## src/hdl/ring_fair_pkg.sv

```systemverilog
// Constants, carrier types and state layouts for the ring fairness token controller
// Operation
// - Held limit is hold base times outstanding
// - Idle limit is idle base times outstanding
// - Counter counts frames, cleared on token release
// - Count only on trailing flag, never aborts
// - Satisfied: count reached held limit, or idle
// - Turnaround flag selects forward or reflect
// - Forward fairness token out the other port
// - Forward return token out other port only after a fairness token was seen there
// - Reflect fairness token as return, same port
// - Reflect return token as fairness, same port
// - Keep token until Satisfied, then release
// - Privileged and Control frames bypass fairness
// - Originate when holding unsatisfied, or idle room
// - Below held limit: hold cut through traffic
// - Between limits: originate only without cut through
// - At idle limit: originate nothing at all
// - Accept tokens when synced, send only Ready
// - Separate fairness state for each direction
// - String end reflects fairness token once Satisfied
// - String end turns return token, counter kept
// - Discard stale return token in closed loop
// - Token loss timer recreates lost fairness token
// - At least 100 characters between releases
package ring_fair_pkg;

  // --------------------------------------------------------------------
  // Register map, byte addresses on the APB
  // --------------------------------------------------------------------
  localparam logic [7:0] ADDR_CTRL = 8'h00;
  localparam logic [7:0] ADDR_QUOTA0 = 8'h04;
  localparam logic [7:0] ADDR_QUOTA1 = 8'h08;
  localparam logic [7:0] ADDR_STATUS = 8'h0C;
  localparam logic [7:0] ADDR_COUNT = 8'h10;

  // Field positions and widths
  localparam int QUOTA_W = 8;
  localparam int HOLD_LSB = 0;
  localparam int IDLE_LSB = 8;
  localparam int CNT_W = 16;
  localparam int STAT_HOLD_LSB = 0;
  localparam int STAT_SAT_LSB = 2;
  localparam int STAT_TURN_LSB = 4;
  localparam int COUNT1_LSB = 16;

  // Reset values
  localparam logic [QUOTA_W-1:0] HOLD_BASE_RST = 8'h01;
  localparam logic [QUOTA_W-1:0] IDLE_BASE_RST = 8'h04;
  localparam logic [1:0] SPLIT_RST = 2'h0;

  // --------------------------------------------------------------------
  // Timing: one character period per clock in the character domain
  // --------------------------------------------------------------------
  localparam int CLK_MHZ = 250;
  localparam int TOKEN_LOSS_MS = 100;
  localparam int TOKEN_LOSS_CYCLES = TOKEN_LOSS_MS * 1000 * CLK_MHZ;
  localparam int CHAR_CLKS = 1;
  localparam int TOKEN_GAP_CHARS = 100;
  localparam int TOKEN_GAP_CYCLES = TOKEN_GAP_CHARS * CHAR_CLKS;
  localparam int TMR_W = 26;

  // --------------------------------------------------------------------
  // Carriers
  // --------------------------------------------------------------------
  // One token character seen or sent on a port
  typedef struct packed {
    logic fair;
    logic ret;
  } token_t;

  // Link-layer view of one port, same clock domain
  typedef struct packed {
    logic sync;                 // Character synchronization held
    logic ready;                // Ready state, token slot free
    logic operational;          // Port is operational
    logic app_pending;          // Application frame waiting to go out
    logic cut_pending;          // Cut-through frame waiting to go out
    logic app_sent;             // Trailing flag of an Application frame sent
    logic [QUOTA_W-1:0] outstanding; // Outbound data transfers in flight
  } port_in_t;

  // Fairness state of one direction
  typedef struct packed {
    logic holding;              // Fairness token held
    logic seen_fair;            // Fairness token on other port since last return here
    logic fair_pend;            // Fairness token queued for this port's outbound
    logic ret_pend;             // Return token queued for this port's outbound
    logic [CNT_W-1:0] frames;   // Origination counter
  } dir_state_t;

endpackage

```

## src/hdl/interval_timer.sv

```systemverilog
// Saturating interval counter with a registered reached flag
`timescale 1ns/1ns
module interval_timer #(
  parameter int LIMIT = 100
) (
  input wire logic i_clk_sys,
  input wire logic i_reset,
  input wire logic i_clear,
  output logic o_reached
);

  // ------------------------------------------------------------
  // State
  // ------------------------------------------------------------
  typedef struct packed {
    logic [ring_fair_pkg::TMR_W-1:0] count; // Cycles since last clear
    logic reached;                          // Count has hit the limit
  } tmr_state_t;

  localparam logic [ring_fair_pkg::TMR_W-1:0] LIMIT_V = ring_fair_pkg::TMR_W'(LIMIT);

  tmr_state_t st_reg;
  tmr_state_t st_next;

  // Count up to the limit and stop there, so the flag stays up until cleared
  always_comb
  begin
    st_next = st_reg;
    if (i_clear)
    begin
      st_next.count = '0;
    end
    else if (st_reg.count < LIMIT_V)
    begin
      st_next.count = st_reg.count + 1'b1;
    end
    st_next.reached = (st_next.count >= LIMIT_V);
  end

  // Register the state
  always_ff @(posedge i_clk_sys)
  begin
    if (i_reset)
    begin
      st_reg <= '0;
    end
    else
    begin
      st_reg <= st_next;
    end
  end

  assign o_reached = st_reg.reached;

endmodule

```

## src/hdl/quota_scale.sv

```systemverilog
// Registered product of a quota base and the outstanding transfer count
`timescale 1ns/1ns
module quota_scale (
  input wire logic i_clk_sys,
  input wire logic i_reset,
  input wire logic [ring_fair_pkg::QUOTA_W-1:0] i_base,
  input wire logic [ring_fair_pkg::QUOTA_W-1:0] i_outstanding,
  output logic [ring_fair_pkg::CNT_W-1:0] o_limit
);

  // ------------------------------------------------------------
  // State
  // ------------------------------------------------------------
  typedef struct packed {
    logic [ring_fair_pkg::CNT_W-1:0] limit; // Scaled limit
  } scale_state_t;

  scale_state_t st_reg;
  scale_state_t st_next;

  // 8 x 8 product fits the counter width exactly; one cycle of lag is harmless
  always_comb
  begin
    st_next.limit = ring_fair_pkg::CNT_W'(i_base * i_outstanding);
  end

  // Register the state
  always_ff @(posedge i_clk_sys)
  begin
    if (i_reset)
    begin
      st_reg <= '0;
    end
    else
    begin
      st_reg <= st_next;
    end
  end

  assign o_limit = st_reg.limit;

endmodule

```

## src/hdl/ring_fairness_token_control.sv

```systemverilog
// Dual-port fairness token controller with APB register access
`timescale 1ns/1ns
module ring_fairness_token_control #(
  parameter int TOKEN_LOSS_CYCLES = ring_fair_pkg::TOKEN_LOSS_CYCLES
) (
  input wire logic i_clk_sys,
  input wire logic i_reset,
  input wire logic i_psel,
  input wire logic i_penable,
  input wire logic i_pwrite,
  input wire logic [7:0] i_paddr,
  input wire logic [31:0] i_pwdata,
  output logic [31:0] o_prdata,
  output logic o_pready,
  output logic o_pslverr,
  input wire ring_fair_pkg::port_in_t [1:0] i_port,
  input wire ring_fair_pkg::token_t [1:0] i_rx_tok,
  output ring_fair_pkg::token_t [1:0] o_tx_tok,
  output logic [1:0] o_may_originate,
  output logic [1:0] o_hold_cut
);

  // ------------------------------------------------------------
  // State
  // ------------------------------------------------------------
  typedef struct packed {
    ring_fair_pkg::dir_state_t [1:0] dir;        // Per receiving port
    logic [1:0] split;                            // Region split bits
    logic [1:0][ring_fair_pkg::QUOTA_W-1:0] hold_base;
    logic [1:0][ring_fair_pkg::QUOTA_W-1:0] idle_base;
    ring_fair_pkg::token_t [1:0] tx;              // Token send strobes
    logic [1:0] may_orig;                         // Origination grant
    logic [1:0] hold_cut;                         // Stall cut-through
    logic pready;
    logic pslverr;
    logic [31:0] prdata;
  } ctl_state_t;

  ctl_state_t st_reg;
  ctl_state_t st_next;

  logic [1:0][ring_fair_pkg::CNT_W-1:0] hold_lim; // Scaled held limit
  logic [1:0][ring_fair_pkg::CNT_W-1:0] idle_lim; // Scaled idle limit
  logic [1:0] loss_hit;                           // Token loss timer expired
  logic [1:0] gap_ok;                             // Release spacing met
  logic [1:0] satisfied;                          // Satisfied per direction
  logic [1:0] release_tok;                        // Token leaves this cycle
  logic turnaround;                               // Node reflects tokens
  logic both_op;                                  // Both ports operational

  // ------------------------------------------------------------
  // Register decode, shared by read and write paths
  // ------------------------------------------------------------
  function automatic logic [2:0] reg_sel(input logic [7:0] addr);
    unique case (addr)
      ring_fair_pkg::ADDR_CTRL: reg_sel = 3'h1;
      ring_fair_pkg::ADDR_QUOTA0: reg_sel = 3'h2;
      ring_fair_pkg::ADDR_QUOTA1: reg_sel = 3'h3;
      ring_fair_pkg::ADDR_STATUS: reg_sel = 3'h4;
      ring_fair_pkg::ADDR_COUNT: reg_sel = 3'h5;
      default: reg_sel = 3'h0;
    endcase
  endfunction

  // ------------------------------------------------------------
  // Per-port helpers: limits and timers
  // ------------------------------------------------------------
  for (genvar p = 0; p < 2; p++)
  begin : g_port
    quota_scale u_hold (
      .i_clk_sys(i_clk_sys),
      .i_reset(i_reset),
      .i_base(st_reg.hold_base[p]),
      .i_outstanding(i_port[p].outstanding),
      .o_limit(hold_lim[p])
    );
    quota_scale u_idle (
      .i_clk_sys(i_clk_sys),
      .i_reset(i_reset),
      .i_base(st_reg.idle_base[p]),
      .i_outstanding(i_port[p].outstanding),
      .o_limit(idle_lim[p])
    );
    // Loss timer restarts on every release
    interval_timer #(.LIMIT(TOKEN_LOSS_CYCLES)) u_loss (
      .i_clk_sys(i_clk_sys),
      .i_reset(i_reset),
      .i_clear(release_tok[p]),
      .o_reached(loss_hit[p])
    );
    interval_timer #(.LIMIT(ring_fair_pkg::TOKEN_GAP_CYCLES)) u_gap (
      .i_clk_sys(i_clk_sys),
      .i_reset(i_reset),
      .i_clear(release_tok[p]),
      .o_reached(gap_ok[p])
    );
  end

  // ------------------------------------------------------------
  // Satisfied and release decisions
  // ------------------------------------------------------------
  always_comb
  begin
    both_op = i_port[0].operational & i_port[1].operational;
    // Split bit or a string end turns tokens around
    turnaround = (|st_reg.split) | ~both_op;
    for (int p = 0; p < 2; p++)
    begin
      // Quota met, or holding with nothing to send
      satisfied[p] = (st_reg.dir[p].frames >= hold_lim[p]) |
                     (st_reg.dir[p].holding & ~i_port[p].app_pending);
      // Held token leaves only once Satisfied and spaced out
      release_tok[p] = st_reg.dir[p].holding & satisfied[p] & gap_ok[p];
    end
  end

  // ------------------------------------------------------------
  // Next-state logic: tokens, counters, grants and the APB slave
  // ------------------------------------------------------------
  always_comb
  begin
    logic [2:0] sel;
    int o;
    sel = reg_sel(i_paddr);
    o = 0;
    st_next = st_reg;

    // Each receiving port carries its own direction's state
    for (int p = 0; p < 2; p++)
    begin
      o = 1 - p;

      // Token send only in Ready; fairness first, one per cycle
      st_next.tx[p] = '0;
      if (i_port[p].ready & st_reg.dir[p].fair_pend)
      begin
        st_next.tx[p].fair = 1'b1;
        st_next.dir[p].fair_pend = 1'b0;
      end
      else if (i_port[p].ready & st_reg.dir[p].ret_pend)
      begin
        st_next.tx[p].ret = 1'b1;
        st_next.dir[p].ret_pend = 1'b0;
      end
    end

    for (int p = 0; p < 2; p++)
    begin
      o = 1 - p;

      // Incoming fairness token taken only with sync; a second one merges
      // An expired loss timer creates a token as if received
      if ((i_rx_tok[p].fair & i_port[p].sync) | loss_hit[p])
      begin
        st_next.dir[p].holding = 1'b1;
      end

      // Track fairness arrivals on the other port; arrival beats clear
      if (i_rx_tok[o].fair & i_port[o].sync)
      begin
        st_next.dir[p].seen_fair = 1'b1;
      end
      else if (i_rx_tok[p].ret & i_port[p].sync)
      begin
        st_next.dir[p].seen_fair = 1'b0;
      end

      // Return token handling
      if (i_rx_tok[p].ret & i_port[p].sync)
      begin
        if (turnaround)
        begin
          // Turn around at once, counter untouched
          st_next.dir[p].fair_pend = 1'b1;
        end
        else if (st_reg.dir[p].seen_fair)
        begin
          // Pass straight through to the other port
          st_next.dir[o].ret_pend = 1'b1;
        end
        // Otherwise stale in a closed loop: dropped
      end

      // Count only completed Application frames, saturating
      if (i_port[p].app_sent && st_reg.dir[p].frames != '1)
      begin
        st_next.dir[p].frames = st_reg.dir[p].frames + 1'b1;
      end

      if (release_tok[p])
      begin
        st_next.dir[p].holding = 1'b0;
        // Restart the count; a frame ending now counts afresh
        st_next.dir[p].frames = ring_fair_pkg::CNT_W'(i_port[p].app_sent);
        if (turnaround)
        begin
          // Reflect as a return token on the same port
          st_next.dir[p].ret_pend = 1'b1;
        end
        else
        begin
          // Forward as a fairness token on the other port
          st_next.dir[o].fair_pend = 1'b1;
        end
      end

      // Application frames only; Privileged and Control
      // frames never consult this grant.
      st_next.may_orig[p] = (st_reg.dir[p].holding & ~satisfied[p]) |
                            (~i_port[p].cut_pending & (idle_lim[p] > st_reg.dir[p].frames));
      // Holding and unsatisfied: own frames go before cut-through
      st_next.hold_cut[p] = st_reg.dir[p].holding & ~satisfied[p];
    end

    // APB: one wait state, answer registered
    st_next.pready = i_psel & i_penable & ~st_reg.pready;
    st_next.pslverr = 1'b0;
    st_next.prdata = '0;
    if (i_psel & i_penable & ~st_reg.pready)
    begin
      // Unmapped addresses and writes to read-only words report an error
      st_next.pslverr = (sel == 3'h0) | (i_pwrite & (sel > 3'h3));
      if (i_pwrite)
      begin
        unique case (sel)
          3'h1: st_next.split = i_pwdata[1:0];
          3'h2:
          begin
            st_next.hold_base[0] = i_pwdata[ring_fair_pkg::HOLD_LSB +: ring_fair_pkg::QUOTA_W];
            st_next.idle_base[0] = i_pwdata[ring_fair_pkg::IDLE_LSB +: ring_fair_pkg::QUOTA_W];
          end
          3'h3:
          begin
            st_next.hold_base[1] = i_pwdata[ring_fair_pkg::HOLD_LSB +: ring_fair_pkg::QUOTA_W];
            st_next.idle_base[1] = i_pwdata[ring_fair_pkg::IDLE_LSB +: ring_fair_pkg::QUOTA_W];
          end
          default: st_next.pslverr = st_next.pslverr;
        endcase
      end
      else
      begin
        unique case (sel)
          3'h1: st_next.prdata[1:0] = st_reg.split;
          3'h2:
          begin
            st_next.prdata[ring_fair_pkg::HOLD_LSB +: ring_fair_pkg::QUOTA_W] = st_reg.hold_base[0];
            st_next.prdata[ring_fair_pkg::IDLE_LSB +: ring_fair_pkg::QUOTA_W] = st_reg.idle_base[0];
          end
          3'h3:
          begin
            st_next.prdata[ring_fair_pkg::HOLD_LSB +: ring_fair_pkg::QUOTA_W] = st_reg.hold_base[1];
            st_next.prdata[ring_fair_pkg::IDLE_LSB +: ring_fair_pkg::QUOTA_W] = st_reg.idle_base[1];
          end
          3'h4:
          begin
            st_next.prdata[ring_fair_pkg::STAT_HOLD_LSB] = st_reg.dir[0].holding;
            st_next.prdata[ring_fair_pkg::STAT_HOLD_LSB + 1] = st_reg.dir[1].holding;
            st_next.prdata[ring_fair_pkg::STAT_SAT_LSB +: 2] = satisfied;
            st_next.prdata[ring_fair_pkg::STAT_TURN_LSB] = turnaround;
          end
          3'h5:
          begin
            st_next.prdata[ring_fair_pkg::CNT_W-1:0] = st_reg.dir[0].frames;
            st_next.prdata[ring_fair_pkg::COUNT1_LSB +: ring_fair_pkg::CNT_W] = st_reg.dir[1].frames;
          end
          default: st_next.prdata = '0;
        endcase
      end
    end
  end

  // ------------------------------------------------------------
  // State register
  // ------------------------------------------------------------
  always_ff @(posedge i_clk_sys)
  begin
    if (i_reset)
    begin
      st_reg <= '0;
      st_reg.split <= ring_fair_pkg::SPLIT_RST;
      st_reg.hold_base <= {2{ring_fair_pkg::HOLD_BASE_RST}};
      st_reg.idle_base <= {2{ring_fair_pkg::IDLE_BASE_RST}};
    end
    else
    begin
      st_reg <= st_next;
    end
  end

  // Outputs straight from flops
  assign o_tx_tok = st_reg.tx;
  assign o_may_originate = st_reg.may_orig;
  assign o_hold_cut = st_reg.hold_cut;
  assign o_prdata = st_reg.prdata;
  assign o_pready = st_reg.pready;
  assign o_pslverr = st_reg.pslverr;

  for (genvar p = 0; p < 2; p++)
  begin : g_chk
    localparam int O = 1 - p;

  end
endmodule
```

## config.mk

```make
export PLATFORM = sky130hd
export DESIGN_NAME = ring_fairness_token_control
export DESIGN_NICKNAME = d
export VERILOG_FILES = /design/src/hdl/ring_fair_pkg.sv /design/src/hdl/interval_timer.sv /design/src/hdl/quota_scale.sv /design/src/hdl/ring_fairness_token_control.sv
export SDC_FILE = /design/constraint.sdc
export NUM_CORES = 1
export LEC_CHECK = 0
export CORE_AREA = 2 2 194 196
export DETAILED_ROUTE_END_ITERATION = 12
export DIE_AREA = 0 0 196 198
export DONT_BUFFER_PORTS = 1
export PLACE_DENSITY = 0.83
export SLEW_MARGIN = 20
export SYNTH_ARGS = -nofsm -noshare
export SYNTH_HDL_FRONTEND = slang
export SYNTH_HIERARCHICAL = 1
export SYNTH_SLANG_ARGS = --single-unit
```

## constraint.sdc

```tcl
create_clock -name i_clk_sys -period 12.7 [get_ports i_clk_sys]
set_input_delay 1.905 -clock i_clk_sys [delete_from_list [all_inputs] [get_ports i_clk_sys]]
set_output_delay 1.905 -clock i_clk_sys [all_outputs]
set_load 0.05 [all_outputs]
```

==> results.env <==
OUTCOME='complete, no violations'
SYNTH_ENABLE_FLOP_CELLS=0
DRC=0
ROUTED_WIRE_LENGTH_MM=48.2
FMAX_MHz=185
LAYOUT.NETS=2764
AREA_GROWTH_PCT=5.15
TIMING_HOLD_VIOLATIONS_FINAL=0
COMB_POWER_SHARE_PCT=4.5
CTS_SINKS=288
MAX-CLOCK-PATH-BUFFERS=3
R2R-START='st_reg[44]'
SETUP-TNS-FINAL_NS=0
NUMBER_OF_FLIP_FLOPS_IN_THE_LARGEST_REGISTER=74
SETUP.WORST_PATH.END_CLASS='register'
POSTROUTEANTENNANETS=0
HOLD_BUFFERS=0
SYNTHESIS.YOSYS.WARNINGS=6
ROUTED_WIRE_LENGTH_PER_INSTANCE_UM=17.1
HOLD_START='st_reg[93]'
WORST_HOLD_PATH_TYPE='register to register'
SYNTH.DISTINCT_CELLS=98
P_SW_uW=434
FINAL_STANDARD_CELL_UTILIZATION_OF_THE_CORE_PCT=61.7
SETUP.WORST_PATH.START_CLASS='primary input'
GRT_USE_TOTAL_PCT=25.4
P_INT_uW=1530
GRT_PASS1_VIAS=16800
FIRST_ITER_VIOLATIONS=1048
CATEGORY_OF_THE_MOST_CRITICAL_SETUP_PATH='primary input to register'
DRT-VIAS-PER-INSTANCE=5.79
ARR_TIME_CRIT_PATH_NS=5.87
POWER.SEQUENTIAL.FRACTION_PCT=47.5
FIN_SKEW_NS=0.0104
CAP_VIOLATIONS=0
CLKLATENCYLATEPIN_NS=0.57
CP_SLOWEST_CELL='fa_1'
DIE-AREA_MM2=0.0388
POST_SYNTH.CELL_AREA_AVG_UM2=9.09
REG2REG_SLACK_NS=8.05
CTS.REPORTEDPATHS.CLKPINSLEW_NS=0.06
RSZ0062_AT_GRT='no'
INITIAL_UTILIZATION_PCT=58.7
POST_SYNTH_INSTANCE_AREA_MM2=0.0217
FLOORPLAN.ROWS=71
NUM_IO_PINS=119
CRITPATHTOPFAMILY='adder cells'
YS_SEQ_AREA_SHARE_PCT=26.6
CTS_TREE='yes'
CRITICAL_PATH_REQUIRED_NS=13.16
ANTENNA_VIOLATIONS_BEFORE_REPAIR=1
SYNTHESIS.NETS=2821
SETUP_VIOLATIONS=0
SLEW_VIOL_FINAL=0
NETLIST_INSTANCES=2386
DRT_FIRST_PASS_ITERS=8
POWER.LEAKAGE_uW=0.0101
TIGHTESTPINTRANSITION_NS=1.14
WORST_HOLD_PATH.ENDPOINT='o_tx_tok[0]'
CHIPHEIGHT_UM=198
DIEWIDTH_UM=196
GP_CONGESTION=0.905
DP_HPWL_MM=36.3
P_SW_SHARE_PCT=22.2
POST_CTS_BUFFERS=0
DESIGN_POWER_TOTAL_uW=1960
CRITPATHMOSTFREQUENTCELL='fa_1'
CORE_AREA_MM2=0.0370
GRT_START_MAX_NET_PINS=145
VDD_DROP_MAX_mV=0.111
MIN_DELAY_PATH_DEPTH=1
SHARE_CLK_OF_TOTAL_POWER_PCT=48.1
SYNTH-MAIN-FF-CELL='dfxtp_1'
PORT_BUFFERS=0
CELL_PWR_DENSITY_mW_PER_MM2=86.0
TRITONCTS.NUM_BUFFERS=30
POSTSYNTHREGISTERBITS=288
CRITICAL_PATH.MAX_STAGE_DELAY_NS=0.57
SLEW_HEADROOM_PCT=23.9
DETAILROUTE.VIA_COUNT=16400
TIMING.FINAL.CRIT_PERIOD_NS=5.41
GRT_PASS1_WL_MM=81.4
HOLD_SLACK_NS=0.469
FINAL.PERIOD_UTILIZATION_PCT=42.6
TIMING.CRITICAL_PATH.BUF_INV=2
ROOT_BUFFER='clkbuf_16'
CRITICAL_PATH.MAX_FANOUT=16
ASYNC_RESET_FF_SHARE_PCT=0
CTS_REPAIR_RESIZE_COUNT=0
R2R_END='g_port[0].u_idle/o_limit[14]'
CP_CELL_SEQUENCE='and2_1 -> fa_1 -> fa_1 -> fa_1 -> inv_1 -> fa_1 -> inv_1 -> ha_1 -> a211oi_2 -> o21bai_1 -> a21o_1 -> a221oi_2 -> mux2_1'
CTS_MAX_LEVEL=1
SUM_OF_OVERFLOW_ACROSS_ALL_LAYERS_AFTER_GLOBAL_ROUTING=0
DRIVE_ABOVE_1_SHARE_PCT=5.82
R2R.WORST_PATH.CELLS=13
==> synth_stat cells (43+ instances only) <==
cell type | number | share of area (%)
a21oi_1 | 68 | 1.6
and2_1 | 241 | 7.0
buf_4 | 46 | 1.6
dfxtp_1 | 288 | 27
fa_1 | 144 | 13
ha_1 | 214 | 12
inv_1 | 279 | 4.8
nand2_1 | 171 | 3.0
nor2_1 | 210 | 3.6
nor2b_1 | 43 | 1.2
nor3_1 | 47 | 1.1
xnor2_1 | 62 | 2.5
==> per-stage QoR <==
step,area [um2],setup WS [ns],cells
4_1_cts,22800,7.33,2827
3_3_place_gp,21700,6.77,2771
3_5_place_dp,21700,6.71,2771
6_report,22800,7.29,2828
5_1_grt,22800,7.14,2827
2_1_floorplan,21700,6.88,2386
==> kinds of logic after synthesis <==
family,Yosys count,share of synthesized area (%)
mux,46,2.18
simple gates,933,24.1
buf+inv,371,7.50
fa+ha+maj,358,25.6
xor+xnor,90,3.64
compound gates,300,10.4
flops,288,26.6
==> power by group through the flow <==
stage | sequential, uW | clock (uW) | combinational [uW]
after global routing | 931 | 1000 | 101
after floorplan | 943 | 0 | 80.7
after detailed placement | 950 | 0 | 86.2
after global placement | 949 | 0 | 81.1
after CTS | 930 | 961 | 87.4
final | 930 | 943 | 87.2
==> routing by layer <==
layer | routed length [um] | vias up | GRT usage (%)
met5 | 0 | - | 0
met4 | 2150 | 0 | 11.7
met2 | 23400 | 466 | 44.7
met3 | 2990 | 120 | 4.12
met1 | 19700 | 7919 | 30.5
li1 | - | 7868 | -
==> area by class of cell <==
cell class	count	area, um2
diodes	1	2.50
clock buffers	41	852
clock inverters	15	225
fillers	2987	14200
inverters	279	1050
multi-input cells	1727	14300
flip-flops and latches	288	5770
well taps	474	593
repair buffers	3	22.5
==> layout by cell type (no fill, tap or decap), drive strengths merged, types with 28 or more instances in the layout <==
cell / count
dfxtp: 288
nor2b: 43
nor2: 212
inv: 282
o21ai: 47
ha: 214
mux2i: 36
xor2: 28
nor3: 50
nor4: 28
nand2: 171
a21o: 33
nand3: 44
clkbuf: 41
a21oi: 74
nand4: 44
fa: 144
and2: 244
xnor2: 62
==> worst max path at each step <==
stage	from	slack, ns	endpoint	depth (start not counted)
after floorplan	i_port[7]	6.88	g_port[0].u_idle/o_limit[14]	14
after global placement	i_port[7]	6.77	g_port[0].u_idle/o_limit[14]	13
after detailed placement	i_port[7]	6.71	g_port[0].u_idle/o_limit[14]	13
after CTS	i_port[7]	7.33	g_port[0].u_idle/o_limit[14]	13
after global routing	i_port[7]	7.14	g_port[0].u_idle/o_limit[14]	13
final	i_port[7]	7.29	g_port[0].u_idle/o_limit[14]	13
Note: power is estimated with default switching activity, not from simulation.
